==> src/imms_defines.svh <==
`ifndef IMMS_DEFINES_SVH
`define IMMS_DEFINES_SVH

// Register byte offsets
`define IMMS_OFS_SYSCTL 8'h00
`define IMMS_OFS_ENABLE 8'h04
`define IMMS_OFS_CTLLVL 8'h08
`define IMMS_OFS_PRIO 8'h0C
`define IMMS_OFS_STATUS 8'h10
`define IMMS_OFS_IMASK 8'h14
`define IMMS_OFS_RESULT 8'h18

// Field positions
`define IMMS_BIT_EV_SEL 0
`define IMMS_BIT_EV_NMI 1
`define IMMS_PRIO_STRIDE 4
`define IMMS_RES_SRC_LSB 8
`define IMMS_RES_PRIO_LSB 16
`define IMMS_RES_NMI_BIT 1

// Reset values
`define IMMS_RST_MODE 2'h0
`define IMMS_RST_ENABLE 32'h0000_0000
`define IMMS_RST_CTLLVL 32'h0000_0000
`define IMMS_RST_PRIO 32'h0000_0000
`define IMMS_RST_IMASK 2'h0

// Pin synchroniser depth
`define IMMS_SYNC_STAGES 3

`endif

==> src/imms_pkg.sv <==
package imms_pkg;

   typedef enum logic [1:0]
   {
      IMMS_MODE0 = 2'b00,
      IMMS_MODE1 = 2'b01,
      IMMS_MODE2 = 2'b10,
      IMMS_MODE3 = 2'b11
   } imms_mode_t;

   // Mask state presented by the CPU core
   typedef struct packed
   {
      logic mask_flag;
      logic user_mask_bit;
      logic [2:0] cpu_mask_level;
   } imms_cpu_mask_t;

   // Outcome of one selection pass
   typedef struct packed
   {
      logic valid;
      logic [7:0] src;
      logic [2:0] prio;
   } imms_sel_t;

endpackage

==> src/imms_selector.sv <==
// Notes on behaviour
// NMI accepted always, except in reset or hardware standby.
// Each source has an enable bit; disabled sources never request.
// Two mode bits choose control mode 0, 1, 2 or 3.
// Mode 0: mask flag 0 passes all; 1 passes only NMI.
// Mode 1: three-level masking by mask flag and user mask bit.
// Modes 0/1 with flag 0: control level 1 beats level 0.
// First-stage gating active in modes 0, 1, 3; mode 2 passes all.
// Mode 2 masks by 3-bit level only; control level ignored.
// Mode 3: mode-1 gating first, then 8-level priority masking.
// 8-level stage only in modes 2 and 3; else passes all.
// Highest level wins, only if strictly above CPU mask level.
// Ties go to the lowest source index, the fixed default order; mode 3 here ranks control level 1 first at equal level.
// Unselected requests stay pending until selected later.
// Result recomputed every clock from current inputs and state.
//
// The address map and the Avalon-MM interface to the registers were decided locally.
`include "imms_defines.svh"

module imms_selector
   import imms_pkg::*;
#(
   parameter int N_SRC = 8
)
(
   input wire logic clk_sys_in,
   input wire logic reset_n_in,
   input wire logic [N_SRC-1:0] src_req_in,
   input wire logic nmi_req_in,
   input wire logic standby_in,
   input wire imms_cpu_mask_t cpu_mask_in,
   input wire logic [7:0] avs_address_in,
   input wire logic avs_read_in,
   input wire logic avs_write_in,
   input wire logic [31:0] avs_writedata_in,
   output logic [31:0] avs_readdata_out,
   output logic avs_waitrequest_out,
   output logic irq_req_out,
   output logic [7:0] irq_src_out,
   output logic [2:0] irq_prio_out,
   output logic nmi_out,
   output logic irq_out
);

   localparam int NS = `IMMS_SYNC_STAGES;

   // Pin synchronisers: src bits plus NMI and standby
   localparam int NP = N_SRC + 2;
   logic [NP-1:0] sync_r [NS];
   logic [NP-1:0] pin_q_r;
   logic [NP-1:0] pin_q_nxt;
   logic [N_SRC-1:0] req_q;
   logic nmi_q;
   logic stby_q;

   imms_mode_t mode_r, mode_nxt;
   logic [N_SRC-1:0] enable_r, enable_nxt;
   logic [N_SRC-1:0] ctl_r, ctl_nxt;
   logic [31:0] prio_r, prio_nxt;
   logic [1:0] status_r, status_nxt;
   logic [1:0] imask_r, imask_nxt;
   logic [31:0] rdata_r, rdata_nxt;
   logic wait_r, wait_nxt;
   imms_sel_t out_r, out_nxt;
   logic nmi_r, nmi_nxt;
   logic irq_r, irq_nxt;
   logic [N_SRC-1:0] cand;
   logic [N_SRC-1:0] ctl_d_r;
   logic wr_go;
   logic rd_go;
   logic [1:0] events;

   function automatic logic [2:0] src_prio(input logic [31:0] p,
                                           input int i);
      src_prio = p[i*`IMMS_PRIO_STRIDE +: 3];
   endfunction

   // First-stage gate for one source
   function automatic logic stage1_pass(input imms_mode_t m,
                                        input imms_cpu_mask_t c,
                                        input logic lvl1);
      logic ok;
      ok = 1'b0;
      unique case (m)
         IMMS_MODE0: ok = !c.mask_flag;
         IMMS_MODE2: ok = 1'b1;
         IMMS_MODE1, IMMS_MODE3:
            ok = !c.mask_flag || (lvl1 && !c.user_mask_bit);
      endcase
      stage1_pass = ok;
   endfunction

   assign req_q = pin_q_r[N_SRC-1:0];
   assign nmi_q = pin_q_r[N_SRC];
   assign stby_q = pin_q_r[N_SRC+1];

   always_comb
   begin
      // A change counts only once the last two stages agree
      for (int b = 0; b < NP; b++)
      begin
         pin_q_nxt[b] = (sync_r[1][b] == sync_r[2][b]) ?
                        sync_r[2][b] : pin_q_r[b];
      end
   end

   always_ff @(posedge clk_sys_in or negedge reset_n_in)
   begin
      if (!reset_n_in)
      begin
         for (int s = 0; s < NS; s++)
         begin
            sync_r[s] <= '0;
         end
         pin_q_r <= '0;
      end
      else
      begin
         sync_r[0] <= {standby_in, nmi_req_in, src_req_in};
         for (int s = 1; s < NS; s++)
         begin
            sync_r[s] <= sync_r[s-1];
         end
         pin_q_r <= pin_q_nxt;
      end
   end

   // Selection; requests are levels, so a loser stays pending
   generate
      for (genvar g = 0; g < N_SRC; g++)
      begin : g_cand
         assign cand[g] = req_q[g] && enable_r[g] &&
                          stage1_pass(mode_r, cpu_mask_in, ctl_r[g]);
      end
   endgenerate

   always_comb
   begin
      logic [3:0] key;
      logic [3:0] best;
      logic found;
      logic [2:0] p;
      key = 4'h0;
      best = 4'h0;
      found = 1'b0;
      p = 3'h0;
      out_nxt = '0;
      // Walk downward with >= so the lowest index wins a tie
      for (int i = N_SRC - 1; i >= 0; i--)
      begin
         p = mode_r[1] ? src_prio(prio_r, i) : 3'h0;
         unique case (mode_r)
            IMMS_MODE2: key = {p, 1'b0};
            default: key = {p, ctl_r[i]};
         endcase
         if (cand[i] && (!found || key >= best))
         begin
            found = 1'b1;
            best = key;
            out_nxt.src = 8'(i);
            out_nxt.prio = p;
         end
      end
      // Strictly above the CPU level, only in modes 2 and 3
      out_nxt.valid = found && (!mode_r[1] ||
                      out_nxt.prio > cpu_mask_in.cpu_mask_level);
      nmi_nxt = nmi_q && !stby_q;
   end

   // Bus slave: one wait cycle, then the access completes
   assign wr_go = avs_write_in && !wait_r;
   assign rd_go = avs_read_in && !wait_r;
   assign events = {nmi_nxt && !nmi_r,
                    out_nxt.valid && !out_r.valid};

   always_comb
   begin
      mode_nxt = mode_r;
      enable_nxt = enable_r;
      ctl_nxt = ctl_r;
      prio_nxt = prio_r;
      imask_nxt = imask_r;
      status_nxt = status_r;
      rdata_nxt = rdata_r;
      wait_nxt = 1'b1;
      if ((avs_read_in || avs_write_in) && wait_r)
      begin
         wait_nxt = 1'b0;
      end
      if (avs_read_in && wait_r)
      begin
         rdata_nxt = 32'h0000_0000;
         unique case (avs_address_in)
            `IMMS_OFS_SYSCTL: rdata_nxt[1:0] = mode_r;
            `IMMS_OFS_ENABLE: rdata_nxt[N_SRC-1:0] = enable_r;
            `IMMS_OFS_CTLLVL: rdata_nxt[N_SRC-1:0] = ctl_r;
            `IMMS_OFS_PRIO: rdata_nxt = prio_r;
            `IMMS_OFS_STATUS: rdata_nxt[1:0] = status_r;
            `IMMS_OFS_IMASK: rdata_nxt[1:0] = imask_r;
            `IMMS_OFS_RESULT:
            begin
               rdata_nxt[0] = out_r.valid;
               rdata_nxt[`IMMS_RES_NMI_BIT] = nmi_r;
               rdata_nxt[`IMMS_RES_SRC_LSB +: 8] = out_r.src;
               rdata_nxt[`IMMS_RES_PRIO_LSB +: 3] = out_r.prio;
            end
            default: rdata_nxt = 32'h0000_0000;
         endcase
      end
      if (wr_go)
      begin
         unique case (avs_address_in)
            `IMMS_OFS_SYSCTL:
               mode_nxt = imms_mode_t'(avs_writedata_in[1:0]);
            `IMMS_OFS_ENABLE: enable_nxt = avs_writedata_in[N_SRC-1:0];
            `IMMS_OFS_CTLLVL: ctl_nxt = avs_writedata_in[N_SRC-1:0];
            `IMMS_OFS_PRIO: prio_nxt = avs_writedata_in;
            `IMMS_OFS_IMASK: imask_nxt = avs_writedata_in[1:0];
            default: ;
         endcase
      end
      // Read clears only the bits it reported, so an event that lands
      // during the wait cycle is not lost
      if (rd_go && avs_address_in == `IMMS_OFS_STATUS)
      begin
         status_nxt = status_r & ~rdata_r[1:0];
      end
      status_nxt = status_nxt | events;
      irq_nxt = |(status_nxt & imask_nxt);
   end

   always_ff @(posedge clk_sys_in or negedge reset_n_in)
   begin
      if (!reset_n_in)
      begin
         mode_r <= imms_mode_t'(`IMMS_RST_MODE);
         enable_r <= N_SRC'(`IMMS_RST_ENABLE);
         ctl_r <= N_SRC'(`IMMS_RST_CTLLVL);
         prio_r <= `IMMS_RST_PRIO;
         imask_r <= `IMMS_RST_IMASK;
         status_r <= 2'h0;
         rdata_r <= 32'h0000_0000;
         wait_r <= 1'b1;
         out_r <= '0;
         nmi_r <= 1'b0;
         irq_r <= 1'b0;
         ctl_d_r <= '0;
      end
      else
      begin
         mode_r <= mode_nxt;
         enable_r <= enable_nxt;
         ctl_r <= ctl_nxt;
         prio_r <= prio_nxt;
         imask_r <= imask_nxt;
         status_r <= status_nxt;
         rdata_r <= rdata_nxt;
         wait_r <= wait_nxt;
         out_r <= out_nxt;
         nmi_r <= nmi_nxt;
         irq_r <= irq_nxt;
         ctl_d_r <= ctl_r;
      end
   end

   assign avs_readdata_out = rdata_r;
   assign avs_waitrequest_out = wait_r;
   assign irq_req_out = out_r.valid;
   assign irq_src_out = out_r.src;
   assign irq_prio_out = out_r.prio;
   assign nmi_out = nmi_r;
   assign irq_out = irq_r;
endmodule

==> config.mk <==
export PLATFORM = sky130hd
export DESIGN_NAME = imms_selector
export DESIGN_NICKNAME = d
export VERILOG_FILES = /design/src/imms_pkg.sv /design/src/imms_selector.sv
export VERILOG_INCLUDE_DIRS = /design/src
export SDC_FILE = /design/constraint.sdc
export NUM_CORES = 1
export LEC_CHECK = 0
export BUFFER_PORTS_ARGS = -buffer_cell sky130_fd_sc_hd__buf_2
export CAP_MARGIN = 10
export CORE_MARGIN = 5
export CORE_UTILIZATION = 60
export CTS_CLUSTER_DIAMETER = 100
export DETAILED_ROUTE_END_ITERATION = 16
export MAX_ROUTING_LAYER = met4
export PLACE_DENSITY = 0.91
export SETUP_SLACK_MARGIN = 0.2
export SLEW_MARGIN = 15
export SYNTH_ARGS = -nofsm -noshare
export SYNTH_HDL_FRONTEND = slang
export SYNTH_SLANG_ARGS = --single-unit
export TNS_END_PERCENT = 30
==> constraint.sdc <==
create_clock -name clk_sys_in -period 17.8 [get_ports clk_sys_in]
set_input_delay 0.89 -clock clk_sys_in [delete_from_list [all_inputs] [get_ports clk_sys_in]]
set_output_delay 0.89 -clock clk_sys_in [all_outputs]
set_load 0.02 [all_outputs]
==> results of run 1 <==
==> through the flow <==
| step | setup WS, ns | cells | area, sq um | hold WS, ns |
|---|---|---|---|---|
| 4_1_cts | 3.32 | 881 | 8020 | 0.347 |
| 5_1_grt | 1.87 | 881 | 8020 | 0.349 |
| 3_3_place_gp | 3.91 | 850 | 7410 | 0.334 |
| 3_5_place_dp | 3.36 | 850 | 7410 | 0.335 |
| 2_1_floorplan | 5.27 | 636 | 6850 | 0.331 |
| 6_report | 3.11 | 881 | 8020 | 0.347 |
==> logic make-up (layout without fill, tap and decap cells) <==
group           Yosys count  count (layout)
compound gates          167             167
fa+ha+maj                41              41
buf+inv                  45             147
flops                   136             136
mux                      58              58
other cells               1               5
simple gates            184             184
==> registers in the layout (all words and copies together), names as in the netlist <==
signal               count
avs_readdata_out        32
pin_q_r                 10
irq_req_out              1
sync_r                  30
imask_r                  2
prio_r                  32
ctl_r                    8
irq_out                  1
mode_r                   2
status_r                 2
enable_r                 8
irq_prio_out             3
irq_src_out              3
avs_waitrequest_out      1
nmi_out                  1
==> routing by layer <==
metal | track usage | routed length (um) | part of all wire
met1 | 0.351 | 7240 | 0.42
met2 | 0.422 | 8290 | 0.48
met3 | 0.0632 | 1140 | 0.066
met4 | 0.118 | 496 | 0.029
met5 | - | 0 | 0
==> cell usage in the layout, fill, tap and decap left out, types with 17 or more instances in the layout <==
cell	count
nand2_1	77
dfrtp_1	135
a21oi_1	25
buf_2	99
and2_1	22
clkbuf_16	17
o21ai_0	47
nor2_1	23
mux2_2	53
ha_1	31
==> worst paths after layout <==
kind | end | start | cells after the start | slack, ns
max | irq_out | mode_r[1] | 60 | 3.11
min | sync_r[17] | sync_r[27] | 0 | 0.35
max reg2reg | irq_out | mode_r[1] | 60 | 3.11
min reg2reg | sync_r[17] | sync_r[27] | 0 | 0.35
max in group asynchronous | avs_readdata_out[19] | reset_n_in | 2 | 16.04
min in group asynchronous | sync_r[28] | reset_n_in | 1 | 0.42
==> report_power, final <==
group / internal (mW) / switching, mW
sequential: 0.320 / 0.00926
clock: 0.230 / 0.129
combinational: 0.0160 / 0.0264
==> cell type report <==
cell class | count | area, sq um | share of cell area
sequential | 136 | 3400 | 0.424
multi-input combinational | 455 | 3250 | 0.404
clock inverter | 11 | 146 | 0.0182
clock buffer | 20 | 467 | 0.0582
tap | 143 | 179 | 0.0223
timing repair buffer | 104 | 537 | 0.0669
inverter | 12 | 45.0 | 0.00561
==> worst register-to-register path, delay by kind of cell, from the launching register on <==
family                     cells  cell delay (ns)
adders and majority gates      8             2.16
DFF                            1             1.04
and+or+nand+nor               18             2.82
AOI/OAI and AO/OA             34             8.54
==> flow_summary.toml, run 1 <==
[status]
outcome = "complete, no violations"

[timing]
report.final.slew_viol_count = 0
slew_headroom = 0.255
rsz0062_at_grt = "false"
final-setup-viol-count = 0
period_share = 0.825
period_minus_slack_ns = 14.69
skew_ns = 0.00653
tns_ns = 0
tightestPinTransition_ns = 1.12
max_freq_mhz = 68.1
finalHoldViolCount = 0

[floorplanning]
die-area_sq_mm = 0.0136
coreArea_sq_mm = 0.0113
initial_core_util = 0.606
die_h_um = 117
dieWidth_um = 117
num_rows = 39
ios = 106

[yosys]
synth_ff_type = "dfrtp_1"
synthMuxAreaShare = 0.0948
syn_inst = 632
yosysSeqAreaShare = 0.498
syn_area_per_cell_sq_um = 10.8
netlist_area_sq_mm = 0.00684
synth_compound_area_frac = 0.171
synthDistinctLibCells = 67
synth-async-reset-ratio = 1.00
synth-simple-area-share = 0.135
yosys_warnings = 0
synth_fa_ha_area_frac = 0.0714
synth_top_family_by_area = "compound AO/OA/AOI/OAI gates"
synthTopCellsByArea = "dfrtp_1 (49%), mux2_2 (8.7%), ha_1 (5.7%)"
ys_top_cells_by_count = "dfrtp_1 (135), nand2_1 (77), mux2_2 (53)"
synth.top_cell.area_share = 0.494
synth_xor_area_frac = 0
synth-seq-cells = 136
yosysMostFrequentCell = "dfrtp_1"
synth-edff-count = 0
yosys.area.top_type = "dfrtp_1"

[cts]
htreeDepth = 4
post_cts_buffers = 0
postCtsResizedCells = 0
cts_tree = "built"
cts_buffer_depth = 2
clk_pin_slew_ns = 0.06
cts-buffers-inserted = 17
cts_root_buffer = "clkbuf_16"
clk_latency_ns = 0.42
hold_buffers = 0
numClockSinks = 136

[global_routing]
antenna_found_initial = 0
grt_overflow = 0
grt_usage = 0.275
grt_max_degree = 81
grt_pass1_wl_um = 27800
grt_pass1_vias = 5438

[worst_hold_path]
hold_path_class = "reg -> reg"

[power_and_ir_drop]
power_density_mw_per_mm2 = 91.2
static-leakage-power_nw = 3.88
peakVddDrop_mv = 0.0908
power.total_mw = 0.732

[worst_setup_path]
cp_slowest_cell = "dfrtp_1"
start_kind = "flop"
crit_required_ns = 18.11
crit_arrival_ns = 15.00
critPathTopFamily = "compound AO/OA/AOI/OAI gates"
cp_max_fo = 36
crit_buf_inv = 0
critPathKind = "reg -> reg"
cp-end-kind = "flop"
max_stage_delay_ns = 1.04

[placed_design]
io_buffers = 100
dpl.hpwl_um = 12000
gp_congestion = 0.902

[route]
wirelength_um = 17200
drtPass1Iterations = 5
final_antenna_net_count = 0
drc = 0
num_vias = 5338
wire_per_inst_um = 19.5
drt-initial-drc-count = 374
routed_via_density = 6.06

[final_layout]
utilization = 0.712
nNetsFinal = 816
antennaDiodeCount = 0
area_growth_syn_to_layout_pct = 17.4
fill_cells = 780
drive_above_1_share = 0.276

[job]
drv_cap = 0
Note: power is estimated with default switching activity, not from simulation.
==> run 2, diff against run 1 <==
- CORE_UTILIZATION: 60 -> 52
- PLACE_DENSITY: 0.91 -> 0.84
- clock period: 17.8 -> 13.37 ns (I/O delays scaled with it)
==> flow_summary.toml, run 2 (synthesized netlist as in run 1, its figures left out) <==
[power_and_ir_drop]
pwr-share-comb = 0.061
power_density_mw_per_mm2 = 116
p_seq_frac = 0.458
p_sw_mw = 0.238
pwr-share-clk = 0.481
power.total_mw = 0.957
static-leakage-power_nw = 3.93
peakVddDrop_mv = 0.0814
switching_share = 0.248
internal_power_mw = 0.720

[cts]
cts-buffers-inserted = 17
numClockSinks = 136
hold_buffers = 0
clk_pin_slew_ns = 0.06
cts_tree = "built"
htreeDepth = 4
cts_root_buffer = "clkbuf_16"
cts_buffer_depth = 2
clk_latency_ns = 0.43

[floorplanning]
dieWidth_um = 125
num_rows = 41
ios = 106
initial_core_util = 0.535
coreArea_sq_mm = 0.0128
die_h_um = 125
die-area_sq_mm = 0.0155

[route]
drt-initial-drc-count = 434
wirelength_um = 17200
drc = 0
final_antenna_net_count = 0
routed_via_density = 5.82
num_vias = 5365
wire_per_inst_um = 18.7
drtPass1Iterations = 6

[placed_design]
io_buffers = 100
pre_cts_ws_ns = -0.221
dpl.hpwl_um = 12400
postPlaceCellArea_sq_mm = 0.00751
gp_congestion = 0.915

[timing]
worst_slack_ns = 1.01
holdWs_ns = 0.193
slew_headroom = 0.337
final-setup-viol-count = 0
period_share = 0.924
finalHoldViolCount = 0
skew_ns = 0.00826
report.final.slew_viol_count = 0
rsz0062_at_grt = "false"
tightestPinTransition_ns = 0.994
period_minus_slack_ns = 12.36
max_freq_mhz = 80.9

[worst_setup_path]
max_stage_delay_ns = 0.43
cp_slowest_cell = "dfrtp_1"
critPathKind = "reg -> reg"
crit_start = "mode_r[1]"
crit_arrival_ns = 12.67
cp_max_fo = 16
r2r-start = "mode_r[1]"
start_kind = "flop"
cp_common_cell = "ha_1"
cp-end-kind = "flop"
crit_required_ns = 13.69

[final_layout]
drive_above_1_share = 0.310
fill_cells = 980
multi_input_area_sq_mm = 0.00335
area_growth_syn_to_layout_pct = 20.3
final_cell_mix = "dfrtp_1 (134), buf_2 (99), nand2_1 (77), mux2_2 (53), o21ai_0 (45)"
layout_commonest_cell = "dfrtp_1"
final_area_sq_mm = 0.00822
utilization = 0.644
nNetsFinal = 826
layout.area.seq_sq_mm = 0.00341

[global_routing]
grt_max_degree = 78
grt_usage = 0.232
grt_pass1_vias = 5351
grt_overflow = 0
antenna_found_initial = 1
grt_pass1_wl_um = 28100

[worst_hold_path]
hold_path_class = "in -> async"

[job]
drv_cap = 0

[status]
outcome = "complete, no violations"
## run 2: cell count changes in the layout (fill, tap and decap cells not counted), moves of 3 or more
| cell | previous run | this run |
|---|---|---|
| a2111oi_0 | 3 | 0 |
| a2111oi_2 | 0 | 3 |
| buf_4 | 4 | 14 |
| clkinv_2 | 3 | 0 |
| clkinv_4 | 2 | 5 |
## run 2: layer usage
metal | up-vias | wire length, um | global-route usage
met2 | 188 | 8230 | 0.358
met4 | 0 | 362 | 0.0799
met3 | 36 | 1110 | 0.0617
li1 | 2495 | - | -
met1 | 2646 | 7500 | 0.299
met5 | - | 0 | -
## run 2: metrics by stage
step | TNS [ns] | instances
final | 0 | 922
after floorplan | 0 | 636
after CTS | 0 | 919
after global placement | 0 | 887
after global routing | 0 | 922
after detailed placement | -0.221 | 887
## run 2: cell type report
class / count / area share
sequential: 136 / 0.414
antenna: 1 / 0.000304
tap: 172 / 0.0262
clock buffer: 19 / 0.0551
clock inverter: 13 / 0.0167
timing repair buffer: 114 / 0.0744
inverter: 12 / 0.00548
multi-input combinational: 455 / 0.408
## run 2: path summary, 6_finish.rpt
check                                  endpoint  slack [ns]  depth (start not counted)
setup / recovery                        irq_out        1.01                         60
min in group clk_sys_in              sync_r[27]        0.34                          1
hold / removal                       sync_r[20]        0.19                          1
setup reg to reg                        irq_out        1.01                         60
max in group asynchronous  avs_readdata_out[21]       11.84                          2
hold reg to reg                      sync_r[12]        0.35                          0
## run 2: critical path, delay by kind of cell, from the launching register on
family                     cells  cell delay, ns
muxes                          1            0.21
and+or+nand+nor               16            2.34
buffers and inverters          2            0.43
AOI/OAI and AO/OA             33            6.66
adders and majority gates      8            2.16
DFF                            1            0.43
## run 2: power groups by stage
stage	clock network [mW]	logic (mW)	registers [mW]
after global routing	0.487	0.0655	0.439
after CTS	0.466	0.0582	0.438
after floorplan	0	0.0291	0.444
after detailed placement	0	0.0576	0.445
final	0.461	0.0585	0.438
after global placement	0	0.0554	0.444
## run 2: what timing repair did
item / in CTS / in global routing
endpoints found under the hold margin: 0 / 0
endpoints found under the setup margin: 2 / 4
gates resized for setup: 4 / 23
pin swaps: 0 / 2
buffers inserted: 0 / 2
